<file path="src/include/scrc_pkg.sv">
// Constants and types shared by the channel relay control block
`default_nettype none
package scrc_pkg;
  // ----------------------------------------------------------------
  // Geometry
  // ----------------------------------------------------------------
  localparam int SLOTS = 5;
  localparam int RELAY_N = 25;
  localparam int CH_W = 7;
  localparam int TYPE_W = 2;
  localparam int CODE_W = 12;
  localparam int OP_W = 2;
  localparam int VAL_W = 24;
  localparam int ERR_W = 16;

  // ----------------------------------------------------------------
  // Module types seen in a slot
  // ----------------------------------------------------------------
  localparam logic [TYPE_W-1:0] TYPE_NONE = 2'h0;
  localparam logic [TYPE_W-1:0] TYPE_MEAS20 = 2'h1;
  localparam logic [TYPE_W-1:0] TYPE_NONMEAS = 2'h2;

  // ----------------------------------------------------------------
  // Channel numbers on the twenty-channel module
  // ----------------------------------------------------------------
  localparam logic [CH_W-1:0] MEAS_LAST_2W = 7'h14;
  localparam logic [CH_W-1:0] MEAS_LAST_4W = 7'h0a;
  localparam logic [CH_W-1:0] PAIR_OFS = 7'h0a;
  localparam logic [CH_W-1:0] POLE_ISO_CH = 7'h17;
  localparam logic [CH_W-1:0] SENSE_ISO_CH = 7'h18;
  localparam logic [CH_W-1:0] INPUT_ISO_CH = 7'h19;
  localparam logic [3:0] SLOT_FIRST = 4'h1;
  localparam logic [3:0] SLOT_LAST = 4'h5;
  localparam logic [3:0] DIGIT_MAX = 4'h9;

  // ----------------------------------------------------------------
  // Commands and error code
  // ----------------------------------------------------------------
  localparam logic [OP_W-1:0] OP_CLOSE = 2'h0;
  localparam logic [OP_W-1:0] OP_OPEN_ALL = 2'h1;
  localparam logic [OP_W-1:0] OP_ASSIGN = 2'h2;
  localparam logic [ERR_W-1:0] ERR_PARAM_RANGE = 16'hff22;

  // ----------------------------------------------------------------
  // Measurement sequencer states
  // ----------------------------------------------------------------
  typedef enum logic [0:0] {
    SCRC_MEAS_IDLE = 1'b0,
    SCRC_MEAS_BUSY = 1'b1
  } scrc_meas_state_t;
endpackage
`default_nettype wire

</file>
<file path="src/verilog/scrc_top.sv">
// System channel selection, relay drive and simulated module slots
// Functional notes
// - Channel code is three BCD digits: slot, then two-digit channel.
// - Remote assign command gives slots 1 to 5 a simulated module type.
// - Assigning to a slot holding a physical module is refused.
// - A simulated module lights that slot's occupancy lamp.
// - Simulated assignments are volatile and cleared at power-off reset.
// - Assignment accepted only from the remote path, never front panel.
// - At most one system channel; nothing displayed means none selected.
// - Closing a measurement channel also closes input isolation relay.
// - Four-wire close adds paired channel and sense isolation relay.
// - A new close opens the previous system channel and replaces it.
// - Close requests on non-measurement channels are rejected, nothing closes.
// - Twenty-channel module: system channels 1 to 20, 1 to 10 in four-wire, pair is n plus ten.
// - Input isolation relay is channel 25, sense isolation is 24.
// - Four-wire mode also closes channel 23 to split the pair.
// - Trigger starts one measurement on system channel, result displayed.
// - Display shows the system channel, never the paired channel.
// - Open-all opens every relay in every slot, no system channel.
// - Invalid remote close raises parameter range error -222.
`default_nettype none
module scrc_top
  import scrc_pkg::*;
(
  input wire logic core_clk,
  input wire logic rst_n,
  input wire logic [SLOTS*TYPE_W-1:0] phys_type_pin,
  input wire logic four_wire,
  input wire logic cmd_valid,
  input wire logic cmd_remote,
  input wire logic [OP_W-1:0] cmd_op,
  input wire logic [CODE_W-1:0] slot_channel_code,
  input wire logic [TYPE_W-1:0] cmd_sim_type,
  input wire logic trigger,
  input wire logic meas_done,
  input wire logic [VAL_W-1:0] meas_value,
  output wire logic [SLOTS*RELAY_N-1:0] relay_on,
  output logic [SLOTS-1:0] slot_lamp_r,
  output logic disp_chan_valid_r,
  output logic [CODE_W-1:0] disp_chan_r,
  output logic disp_value_valid_r,
  output logic [VAL_W-1:0] disp_value_r,
  output logic meas_start_r,
  output logic [CODE_W-1:0] meas_chan_r,
  output logic cmd_done_r,
  output logic cmd_reject_r,
  output logic err_valid_r,
  output logic [ERR_W-1:0] err_code_r
);

  // ----------------------------------------------------------------
  // Decoding helpers
  // ----------------------------------------------------------------
  // Two BCD digits to a binary channel number
  function automatic logic [CH_W-1:0] bcd_chan(input logic [7:0] d);
    logic [CH_W-1:0] tens;
    tens = {3'h0, d[7:4]};
    // Tens times ten as two shifts, so no multiplier is built
    bcd_chan = 7'((tens << 3) + (tens << 1) + {3'h0, d[3:0]});
  endfunction

  // Slot digit in range 1 to 5
  function automatic logic slot_ok(input logic [3:0] d);
    slot_ok = (d >= SLOT_FIRST) && (d <= SLOT_LAST);
  endfunction

  // Zero-based slot index for the per-slot tables
  function automatic logic [2:0] slot_idx(input logic [3:0] d);
    slot_idx = 3'(d - SLOT_FIRST);
  endfunction

  // ----------------------------------------------------------------
  // Reset release synchroniser
  // ----------------------------------------------------------------
  // Two release stages; only the second one resets the logic
  logic rst_meta_r;
  logic rst_sync_n_r;

  // Release is synchronised so every flop leaves reset on the same edge
  always_ff @(posedge core_clk or negedge rst_n) begin
    if (!rst_n) begin
      rst_meta_r <= 1'b0;
      rst_sync_n_r <= 1'b0;
    end else begin
      rst_meta_r <= 1'b1;
      rst_sync_n_r <= rst_meta_r;
    end
  end

  // ----------------------------------------------------------------
  // Physical module presence pins
  // ----------------------------------------------------------------
  // Presence pins come from the slots and are not on this clock
  logic [SLOTS*TYPE_W-1:0] phys_meta_r;
  logic [SLOTS*TYPE_W-1:0] phys_sync_r;

  // Two-flop synchroniser; only the second stage is read
  always_ff @(posedge core_clk or negedge rst_sync_n_r) begin
    if (!rst_sync_n_r) begin
      phys_meta_r <= '0;
      phys_sync_r <= '0;
    end else begin
      phys_meta_r <= phys_type_pin;
      phys_sync_r <= phys_meta_r;
    end
  end

  // ----------------------------------------------------------------
  // Command field decode
  // ----------------------------------------------------------------
  // Per-slot type tables and the decoded command fields
  logic [TYPE_W-1:0] sim_type_r [SLOTS];
  logic [TYPE_W-1:0] eff_type [SLOTS];
  logic [TYPE_W-1:0] phys_type [SLOTS];
  logic [3:0] cmd_slot_d;
  logic [2:0] cmd_slot;
  logic [CH_W-1:0] cmd_ch;
  logic digits_ok;
  logic [CH_W-1:0] ch_last;
  logic close_ok;
  logic assign_ok;
  logic sys_valid_r;
  logic [2:0] sys_slot_r;
  logic [CH_W-1:0] sys_ch_r;
  logic [CODE_W-1:0] sys_code_r;

  // Effective slot type: a real module always wins over a simulated one
  for (genvar gs = 0; gs < SLOTS; gs++) begin : g_type
    assign phys_type[gs] = phys_sync_r[gs*TYPE_W +: TYPE_W];
    assign eff_type[gs] = (phys_type[gs] != TYPE_NONE) ? phys_type[gs] : sim_type_r[gs];
  end

  // Split the three-digit code into slot and channel
  assign cmd_slot_d = slot_channel_code[11:8];
  assign cmd_slot = slot_idx(cmd_slot_d);
  assign cmd_ch = bcd_chan(slot_channel_code[7:0]);
  assign digits_ok = slot_ok(cmd_slot_d) && (slot_channel_code[7:4] <= DIGIT_MAX)
                     && (slot_channel_code[3:0] <= DIGIT_MAX);
  // Four-wire narrows the system range so channel n plus ten stays free
  assign ch_last = four_wire ? MEAS_LAST_4W : MEAS_LAST_2W;
  // Isolation, pole and missing channels never qualify
  assign close_ok = digits_ok && (eff_type[cmd_slot] == TYPE_MEAS20)
                    && (cmd_ch != 7'h00) && (cmd_ch <= ch_last);
  assign assign_ok = cmd_remote && slot_ok(cmd_slot_d)
                     && (phys_type[cmd_slot] == TYPE_NONE)
                     && (cmd_sim_type != TYPE_NONE);

  // ----------------------------------------------------------------
  // Simulated module table
  // ----------------------------------------------------------------
  // Held only in flops; power-off reset empties every slot
  always_ff @(posedge core_clk or negedge rst_sync_n_r) begin
    if (!rst_sync_n_r) begin
      for (int i = 0; i < SLOTS; i++) begin
        sim_type_r[i] <= TYPE_NONE;
      end
    end else if (cmd_valid && (cmd_op == OP_ASSIGN) && assign_ok) begin
      sim_type_r[cmd_slot] <= cmd_sim_type;
    end
  end

  // Occupancy lamps follow real or simulated presence
  always_ff @(posedge core_clk or negedge rst_sync_n_r) begin
    if (!rst_sync_n_r) begin
      slot_lamp_r <= '0;
    end else begin
      for (int i = 0; i < SLOTS; i++) begin
        slot_lamp_r[i] <= (eff_type[i] != TYPE_NONE);
      end
    end
  end

  // ----------------------------------------------------------------
  // System channel register
  // ----------------------------------------------------------------
  // High when the held channel can no longer be routed to the meter
  logic sys_lost;

  // Channel becomes unusable if its module vanishes or falls outside 4W range
  assign sys_lost = sys_valid_r && ((eff_type[sys_slot_r] != TYPE_MEAS20)
                    || (four_wire && (sys_ch_r > MEAS_LAST_4W)));

  // Single slot holds the one system channel; a new close overwrites it
  always_ff @(posedge core_clk or negedge rst_sync_n_r) begin
    if (!rst_sync_n_r) begin
      sys_valid_r <= 1'b0;
      sys_slot_r <= '0;
      sys_ch_r <= '0;
      sys_code_r <= '0;
    end else if (cmd_valid && (cmd_op == OP_OPEN_ALL)) begin
      sys_valid_r <= 1'b0;
    end else if (cmd_valid && (cmd_op == OP_CLOSE) && close_ok) begin
      sys_valid_r <= 1'b1;
      sys_slot_r <= cmd_slot;
      sys_ch_r <= cmd_ch;
      sys_code_r <= slot_channel_code;
    end else if (sys_lost) begin
      sys_valid_r <= 1'b0;
    end
  end

  // ----------------------------------------------------------------
  // Relay drive
  // ----------------------------------------------------------------
  // One drive word per slot, next value and register
  localparam logic [RELAY_N-1:0] ONE = 25'h0000001;
  logic [RELAY_N-1:0] relay_nxt [SLOTS];
  logic [RELAY_N-1:0] relay_r [SLOTS];

  // Relays are rebuilt from the system channel each cycle, so replacing
  // the channel opens the old set with no break-before-make gap logic
  for (genvar gs = 0; gs < SLOTS; gs++) begin : g_relay
    always_comb begin
      relay_nxt[gs] = '0;
      if (sys_valid_r && (sys_slot_r == 3'(gs))) begin
        relay_nxt[gs] = (ONE << 7'(sys_ch_r - 7'h01))
                        | (ONE << 7'(INPUT_ISO_CH - 7'h01));
        if (four_wire) begin
          relay_nxt[gs] = relay_nxt[gs]
                          | (ONE << 7'(sys_ch_r + PAIR_OFS - 7'h01))
                          | (ONE << 7'(SENSE_ISO_CH - 7'h01))
                          | (ONE << 7'(POLE_ISO_CH - 7'h01));
        end
      end
      // Two-wire leaves pair, sense and pole relays clear above
    end

    // Open-all clears at once rather than waiting for the channel to drop
    always_ff @(posedge core_clk or negedge rst_sync_n_r) begin
      if (!rst_sync_n_r) begin
        relay_r[gs] <= '0;
      end else if (cmd_valid && (cmd_op == OP_OPEN_ALL)) begin
        relay_r[gs] <= '0;
      end else begin
        relay_r[gs] <= relay_nxt[gs];
      end
    end

    // Slot k packs from bit k*25 upward, channel n at bit n-1
    assign relay_on[gs*RELAY_N +: RELAY_N] = relay_r[gs];
  end

  // ----------------------------------------------------------------
  // Display of the system channel
  // ----------------------------------------------------------------
  // Only the system code is shown; the paired channel never reaches here
  always_ff @(posedge core_clk or negedge rst_sync_n_r) begin
    if (!rst_sync_n_r) begin
      disp_chan_valid_r <= 1'b0;
      disp_chan_r <= '0;
    end else begin
      disp_chan_valid_r <= sys_valid_r;
      disp_chan_r <= sys_valid_r ? sys_code_r : '0;
    end
  end

  // ----------------------------------------------------------------
  // Command status and errors
  // ----------------------------------------------------------------
  // Remote close failures report the range error; other refusals only pulse reject
  always_ff @(posedge core_clk or negedge rst_sync_n_r) begin
    if (!rst_sync_n_r) begin
      cmd_done_r <= 1'b0;
      cmd_reject_r <= 1'b0;
      err_valid_r <= 1'b0;
      err_code_r <= '0;
    end else begin
      cmd_done_r <= 1'b0;
      cmd_reject_r <= 1'b0;
      err_valid_r <= 1'b0;
      if (cmd_valid) begin
        // The unused op code falls to the plain reject pulse
        unique case (cmd_op)
          OP_CLOSE: begin
            cmd_done_r <= close_ok;
            cmd_reject_r <= !close_ok;
            if (!close_ok && cmd_remote) begin
              err_valid_r <= 1'b1;
              err_code_r <= ERR_PARAM_RANGE;
            end
          end
          OP_OPEN_ALL: begin
            cmd_done_r <= 1'b1;
          end
          OP_ASSIGN: begin
            cmd_done_r <= assign_ok;
            cmd_reject_r <= !assign_ok;
          end
          default: begin
            cmd_reject_r <= 1'b1;
          end
        endcase
      end
    end
  end

  // ----------------------------------------------------------------
  // Measurement sequencer
  // ----------------------------------------------------------------
  // Idle waits for a trigger, busy waits for the meter's done pulse
  scrc_meas_state_t meas_state_r;

  // Triggers arriving while busy are ignored; the meter handles one at a time
  always_ff @(posedge core_clk or negedge rst_sync_n_r) begin
    if (!rst_sync_n_r) begin
      meas_state_r <= SCRC_MEAS_IDLE;
      meas_start_r <= 1'b0;
      meas_chan_r <= '0;
    end else begin
      meas_start_r <= 1'b0;
      unique case (meas_state_r)
        SCRC_MEAS_IDLE: begin
          if (trigger && sys_valid_r) begin
            meas_start_r <= 1'b1;
            meas_chan_r <= sys_code_r;
            meas_state_r <= SCRC_MEAS_BUSY;
          end
        end
        SCRC_MEAS_BUSY: begin
          if (meas_done) begin
            meas_state_r <= SCRC_MEAS_IDLE;
          end
        end
      endcase
    end
  end

  // Result latched for the display when the meter reports completion
  always_ff @(posedge core_clk or negedge rst_sync_n_r) begin
    if (!rst_sync_n_r) begin
      disp_value_valid_r <= 1'b0;
      disp_value_r <= '0;
    end else if ((meas_state_r == SCRC_MEAS_BUSY) && meas_done) begin
      disp_value_valid_r <= 1'b1;
      disp_value_r <= meas_value;
    end
  end

endmodule
`default_nettype wire

</file>
<file path="config.mk">
export PLATFORM = sky130hd
export DESIGN_NAME = scrc_top
export DESIGN_NICKNAME = d
export VERILOG_FILES = /design/src/include/scrc_pkg.sv /design/src/verilog/scrc_top.sv
export SDC_FILE = /design/constraint.sdc
export NUM_CORES = 1
export LEC_CHECK = 0
export BUFFER_PORTS_ARGS = -buffer_cell sky130_fd_sc_hd__buf_2
export CAP_MARGIN = 30
export CORE_MARGIN = 3
export CORE_UTILIZATION = 47
export DETAILED_ROUTE_END_ITERATION = 12
export PLACE_DENSITY = 0.73
export SLEW_MARGIN = 40
export SYNTH_ARGS = -nofsm -noshare
export SYNTH_HDL_FRONTEND = slang
export SYNTH_SLANG_ARGS = --single-unit
export TNS_END_PERCENT = 50
</file>
<file path="constraint.sdc">
create_clock -name core_clk -period 7.5 [get_ports core_clk]
set_input_delay 0 -clock core_clk [delete_from_list [all_inputs] [get_ports core_clk]]
set_output_delay 0 -clock core_clk [all_outputs]
set_load 0.05 [all_outputs]
</file>
# Word level (Yosys, flattened, before mapping)
# Index checks and enable logic that the tools add are counted.
dict set report word_totals {
  register_bits 241
  inputBits 57
  output_inout_bits 200
  elab_cells 151
}
dict set report classes {
  addsub 6
  magnitude_cmp 9
  n_eq_ne 8
  n_shift 2
  muxes 44
  bitwise_logic 5
  n_reduce_logical 47
}
# operator count
set ops {}
lappend ops {{2-to-1 mux 25 bit} 11}
lappend ops {{logical AND 1 bit} 25}
lappend ops {{bitwise OR 25 bit} 1}
lappend ops {{<< shifter 1 x 7 -> 25 bit, first input constant} 1}
lappend ops {{2-to-1 mux 2 bit} 12}
lappend ops {{<< shifter 1 x 7 -> 24 bit, first input constant} 1}
lappend ops {{nonzero test 2 bit} 11}
lappend ops {{binary-select mux 2 bit (select 3 bit)} 3}
lappend ops {{subtractor 7 x 1 -> 7 bit, second input constant} 2}
lappend ops {{2-to-1 mux 12 bit} 1}
lappend ops {{2-to-1 mux 1 bit} 11}
lappend ops {{bitwise mux 10 bit} 1}
lappend ops {{>= comparator 4 bit, second input constant} 2}
lappend ops {{less-or-equal comparator 4 bit, second input constant} 2}
lappend ops {{NOT 3 -> 4 bit} 2}
lappend ops {{adder 7 x 4 -> 7 bit} 1}
lappend ops {{adder 7 x 4 -> 7 bit, second input constant} 1}
lappend ops {{adder 7 x 5 -> 7 bit} 1}
lappend ops {{greater-than comparator 7 x 4 -> 1 bit, second input constant} 1}
lappend ops {{less-or-equal comparator 7 x 5 -> 1 bit} 1}
lappend ops {{nonzero test 7 bit} 1}
lappend ops {{demux 2 bit (select 3 bit)} 1}
lappend ops {{== test 3 x 2 -> 1 bit, second input constant} 2}
lappend ops {{case mux 1 bit (3 select lines)} 2}
lappend ops {{other kinds (19)} 24}

# Longest topological paths before layout
dict set report logic_depth {
  word_depth 14
  ltp_mapped 13
  mapped_depth_nobuf 11
}

# Worst setup path before layout
# OpenSTA, ideal clock, no wires.
dict set report synth_path {
  path_type {input port to flip-flop}
  startpoint {input port slot_channel_code[3]}
  endpoint {register sys_ch_r[0]}
  setup_time_ps 125
  arrival_ps 2934
  t_required_ps 7375
  slack_ps 4441
  cell_stages 13
  path_buffers 2
  cell_sequence {inv_1 -> fa_1 -> inv_1 -> fa_1 -> xor2_1 -> ha_1 -> nand3_1 -> o32ai_1 -> o2111ai_1 -> or4_1 -> buf_2 -> buf_6 -> mux2_4}
}
dict set report synth_via {
  elab_cells_between_ends 10
  cone_classes {add/sub (1); order compare (2); reduce/logical (7)}
}
# element line_no
set synth_lines {}
lappend synth_lines {{start: declaration} scrc_top.sv:32} ;# input wire logic [CODE_W-1:0] slot_channel_code,
lappend synth_lines {{adder 7 x 4 -> 7 bit (*)} scrc_top.sv:59} ;# bcd_chan = 7'((tens << 3) + (tens << 1) + {3'h0, d[3:0]});
lappend synth_lines {{net cmd_ch[4]} scrc_top.sv:117} ;# logic [CH_W-1:0] cmd_ch;
lappend synth_lines {{parallel branches: the longest is 2 deep, another holds less-or-equal comparator 7 x 5 -> 1 bit} n/a}
lappend synth_lines {{logical AND 1 bit (*)} scrc_top.sv:143} ;# && (cmd_ch != 7'h00) && (cmd_ch <= ch_last);
lappend synth_lines {{logical AND 1 bit (*)} scrc_top.sv:192} ;# end else if (cmd_valid && (cmd_op == OP_CLOSE) && close_ok) begin
lappend synth_lines {{AND reduction 2 bit (no source line) (*)} n/a}
lappend synth_lines {{end signal: assignment} scrc_top.sv:195} ;# sys_ch_r <= cmd_ch;
lappend synth_lines {{end: declaration} scrc_top.sv:124} ;# logic [CH_W-1:0] sys_ch_r;
# Mark *: on every way through the listed nets, which the timed path passes.
# A chain may end at the register's enable or synchronous reset.

# Worst setup path after layout
dict set report layout_path {
  startpoint {input port slot_channel_code[3]}
  endpoint {register sys_code_r[6]}
}
dict set report layout_via {
  elab_cells_between_ends 10
  cone_classes {add/sub (1); order compare (2); reduce/logical (7)}
}
# element line_no
set layout_lines {}
lappend layout_lines {{adder 7 x 4 -> 7 bit (*)} scrc_top.sv:59}
lappend layout_lines {{net cmd_ch[4]} scrc_top.sv:117}
lappend layout_lines {{parallel branches: the longest is 2 deep, another holds less-or-equal comparator 7 x 5 -> 1 bit} n/a}
lappend layout_lines {{logical AND 1 bit (*)} scrc_top.sv:143}
lappend layout_lines {{logical AND 1 bit (*)} scrc_top.sv:192}
lappend layout_lines {{AND reduction 2 bit (no source line) (*)} n/a}
lappend layout_lines {{end signal: assignment} scrc_top.sv:196} ;# sys_code_r <= slot_channel_code;
lappend layout_lines {{end: declaration} scrc_top.sv:125} ;# logic [CODE_W-1:0] sys_code_r;
# Marked as above.

==> metrics.txt <==
normalized max-slew margin=0.511; area growth from synthesis to layout=30.9%; CTS Hold Bufs=57; Die Ht=146 µm; initial drt markers=315; total power=2.90 mW; Placed Area=0.0106 mm²; CTS Buf Count=25; gr ovfl total=0; Critical Path Fanout Max=22; RSZ-0062 raised after global routing=no; Reg clk slew, reported paths=60 ps; Synth top area share=0.656; clk_lat worst skew=510 ps; share of layout cells above drive strength 1=0.335; wire per inst=16.6 µm; core footprint=0.0189 mm²; Slew Limit Fails=0; average cell area after synthesis=12.0 µm²; clk sinks=240; first-pass GRT wire length=35900 µm; Max Fclk=268 MHz; drt first pass iters=4; CP endpoint kind=flop; Post-synth EDFFs=0; largest net degree at the start of global routing=86; effective utilization at floorplan=0.485; top cells by count, synth=240 x dfrtp_1, 146 x nor2_1, 63 x nand2_1; reg-to-reg startpoint=sys_ch_r[0]; Worst EP arrival=4130 ps; final-stage net count=1138; vias in the first global route=6809; PD cells=242 mW/mm²; CTS tree=yes; post-route clock period utilization=0.498; clock buffer depth=3; PortBufs=250; via count=6606; die area=0.0212 mm²; Hold Path Cell Cnt=5; most common cell in the synthesized netlist=dfrtp_1; Final Hold Vio Count=0; Seq/Total Area, Yosys=0.656; Synth async-reset ratio=1.00; status=completed; Yosys Warn Count=0; cell count after synthesis=764; Required @ worst endpoint=7890 ps; CP Class=in2reg; cell row count=50; post-DP HPWL=15200 µm; number of synthesized register bits=240; # H-tree levels=1; VDD IR max=0.000145 V; skew final=16.7 ps; fin area=0.0120 mm²; gpl congestion=0.892; final setup vio count=0; max-cap viol count=0; setup repair bufs after CTS=0; worst hold-check path type=in2reg; startpoint types=input pin; Yosys cell types=58; initial antenna violation count=0; minimum clock period=3730 ps; drt total wl=22300 µm; IO Pins=257; Setup TNS=0 ps; Hold Path Origin=slot_channel_code[11]; ys flop type=dfrtp_1; top cells by area, synth=dfrtp_1 66%, nor2_1 6.0%, mux2_2 4.4%, nand2_1 2.6%, ha_1 2.2%; Crit. Startpoint=slot_channel_code[3]; Detail Route Antenna Nets=0; mapped cell area=0.00916 mm²; # resized after CTS=0; LEAKAGE=6.47 nW; n_diodes=0; Reg2Reg Depth=9; largest area contributor in the netlist=dfrtp_1; Slew @ Worst Pin=734 ps; GRT Overall Usage=0.208; DRC Markers=0; drt via density=4.93; Clock Tree Root=clkbuf_16; Die X=146 µm
## power breakdown
part	switching [mW]	total, mW	internal, mW	leakage, nW
Sequential	0.0314	1.36	1.33	3.23
Combinational	0.217	0.329	0.113	2.83
Clock	0.485	1.22	0.731	0.409
## layout by cell type (no fill, tap or decap), types with 4 or more instances in the layout
master         instances
a21o_1                 5
a21oi_1               14
a31oi_1                4
a32oi_1                5
and2_1                16
buf_2                252
clkbuf_1               4
clkbuf_16             25
clkbuf_8               5
clkinv_2               6
conb_1                 7
dfrtp_1              239
dlygate4sd3_1         57
ha_1                  16
inv_1                 29
mux2_2                36
mux2_4                13
mux2i_1                4
nand2_1               62
nand2b_1               8
nand3_1               14
nand3b_1               4
nor2_1               146
nor2b_1                7
nor3_1                10
nor4_1                 5
o21ai_0               10
or4_1                  6
xnor2_1                4
xor2_1                 7
## worst paths after layout
path | slack [ps] | endpoint
setup / recovery | 3770 | sys_code_r[6]
hold / removal | 40 | err_valid_r
setup reg to reg | 4230 | relay_on[17]
hold reg to reg | 260 | relay_on[42]
max in group asynchronous | 5590 | disp_value_r[20]
min in group asynchronous | 260 | relay_on[42]
## final cells by class
class / instances / area [µm²]
well taps: 260 / 325
multi-input cells: 451 / 2840
repair buffers: 314 / 1880
clock buffers: 34 / 709
flip-flops and latches: 240 / 6010
inverters: 31 / 116
fillers: 1522 / 6900
clock inverters: 11 / 115
## cells by family after synthesis
group                    share of synthesized area
flip-flops                                   0.656
XOR/XNOR                                    0.0105
AO/OA/AOI/OAI                               0.0488
adder cells (fa/ha/maj)                     0.0262
other                                     0.000820
multiplexers                                0.0721
AND/OR/NAND/NOR                              0.145
buffers and inverters                       0.0406
## worst max-delay path, stage by stage
cell and delay [ps]:
dlygate4sd3_1 530, buf_2 130, inv_1 60, fa_1 540, inv_1 70, fa_1 450, xor2_1 220, ha_1 320
nand3_1 80, o32ai_1 230, o2111ai_1 160, or4_2 930, mux2_4 410
## metal layers
| layer | GRT usage | vias up | routed length (µm) |
|---|---|---|---|
| li1 | - | 3101 | - |
| met1 | 0.256 | 3230 | 8750 |
| met2 | 0.366 | 215 | 11400 |
| met3 | 0.0383 | 60 | 1230 |
| met4 | 0.0798 | 0 | 890 |
| met5 | 0 | - | 0 |
## state kept, by name (all words and copies together), names as in the netlist, 3 cells and up
name          count
meas_chan_r      12
sys_code_r       11
slot_lamp_r       5
sim_type_r       10
sys_slot_r        3
phys_meta_r      10
disp_value_r     24
disp_chan_r      12
sys_ch_r          7
relay_on        125
phys_sync_r      10
## metrics by stage
step | setup WS (ps) | instances | util | hold WS, ps
detailed placement | 3790 | 1239 | 0.561 | -215
global route | 3530 | 1341 | 0.635 | 61.6
finish | 3770 | 1341 | 0.635 | 44.1
CTS | 3780 | 1341 | 0.634 | 20.0
global placement | 3820 | 1237 | 0.558 | -215
floorplan | 316 | 769 | - | -296
(Power assumes the default switching activity.)
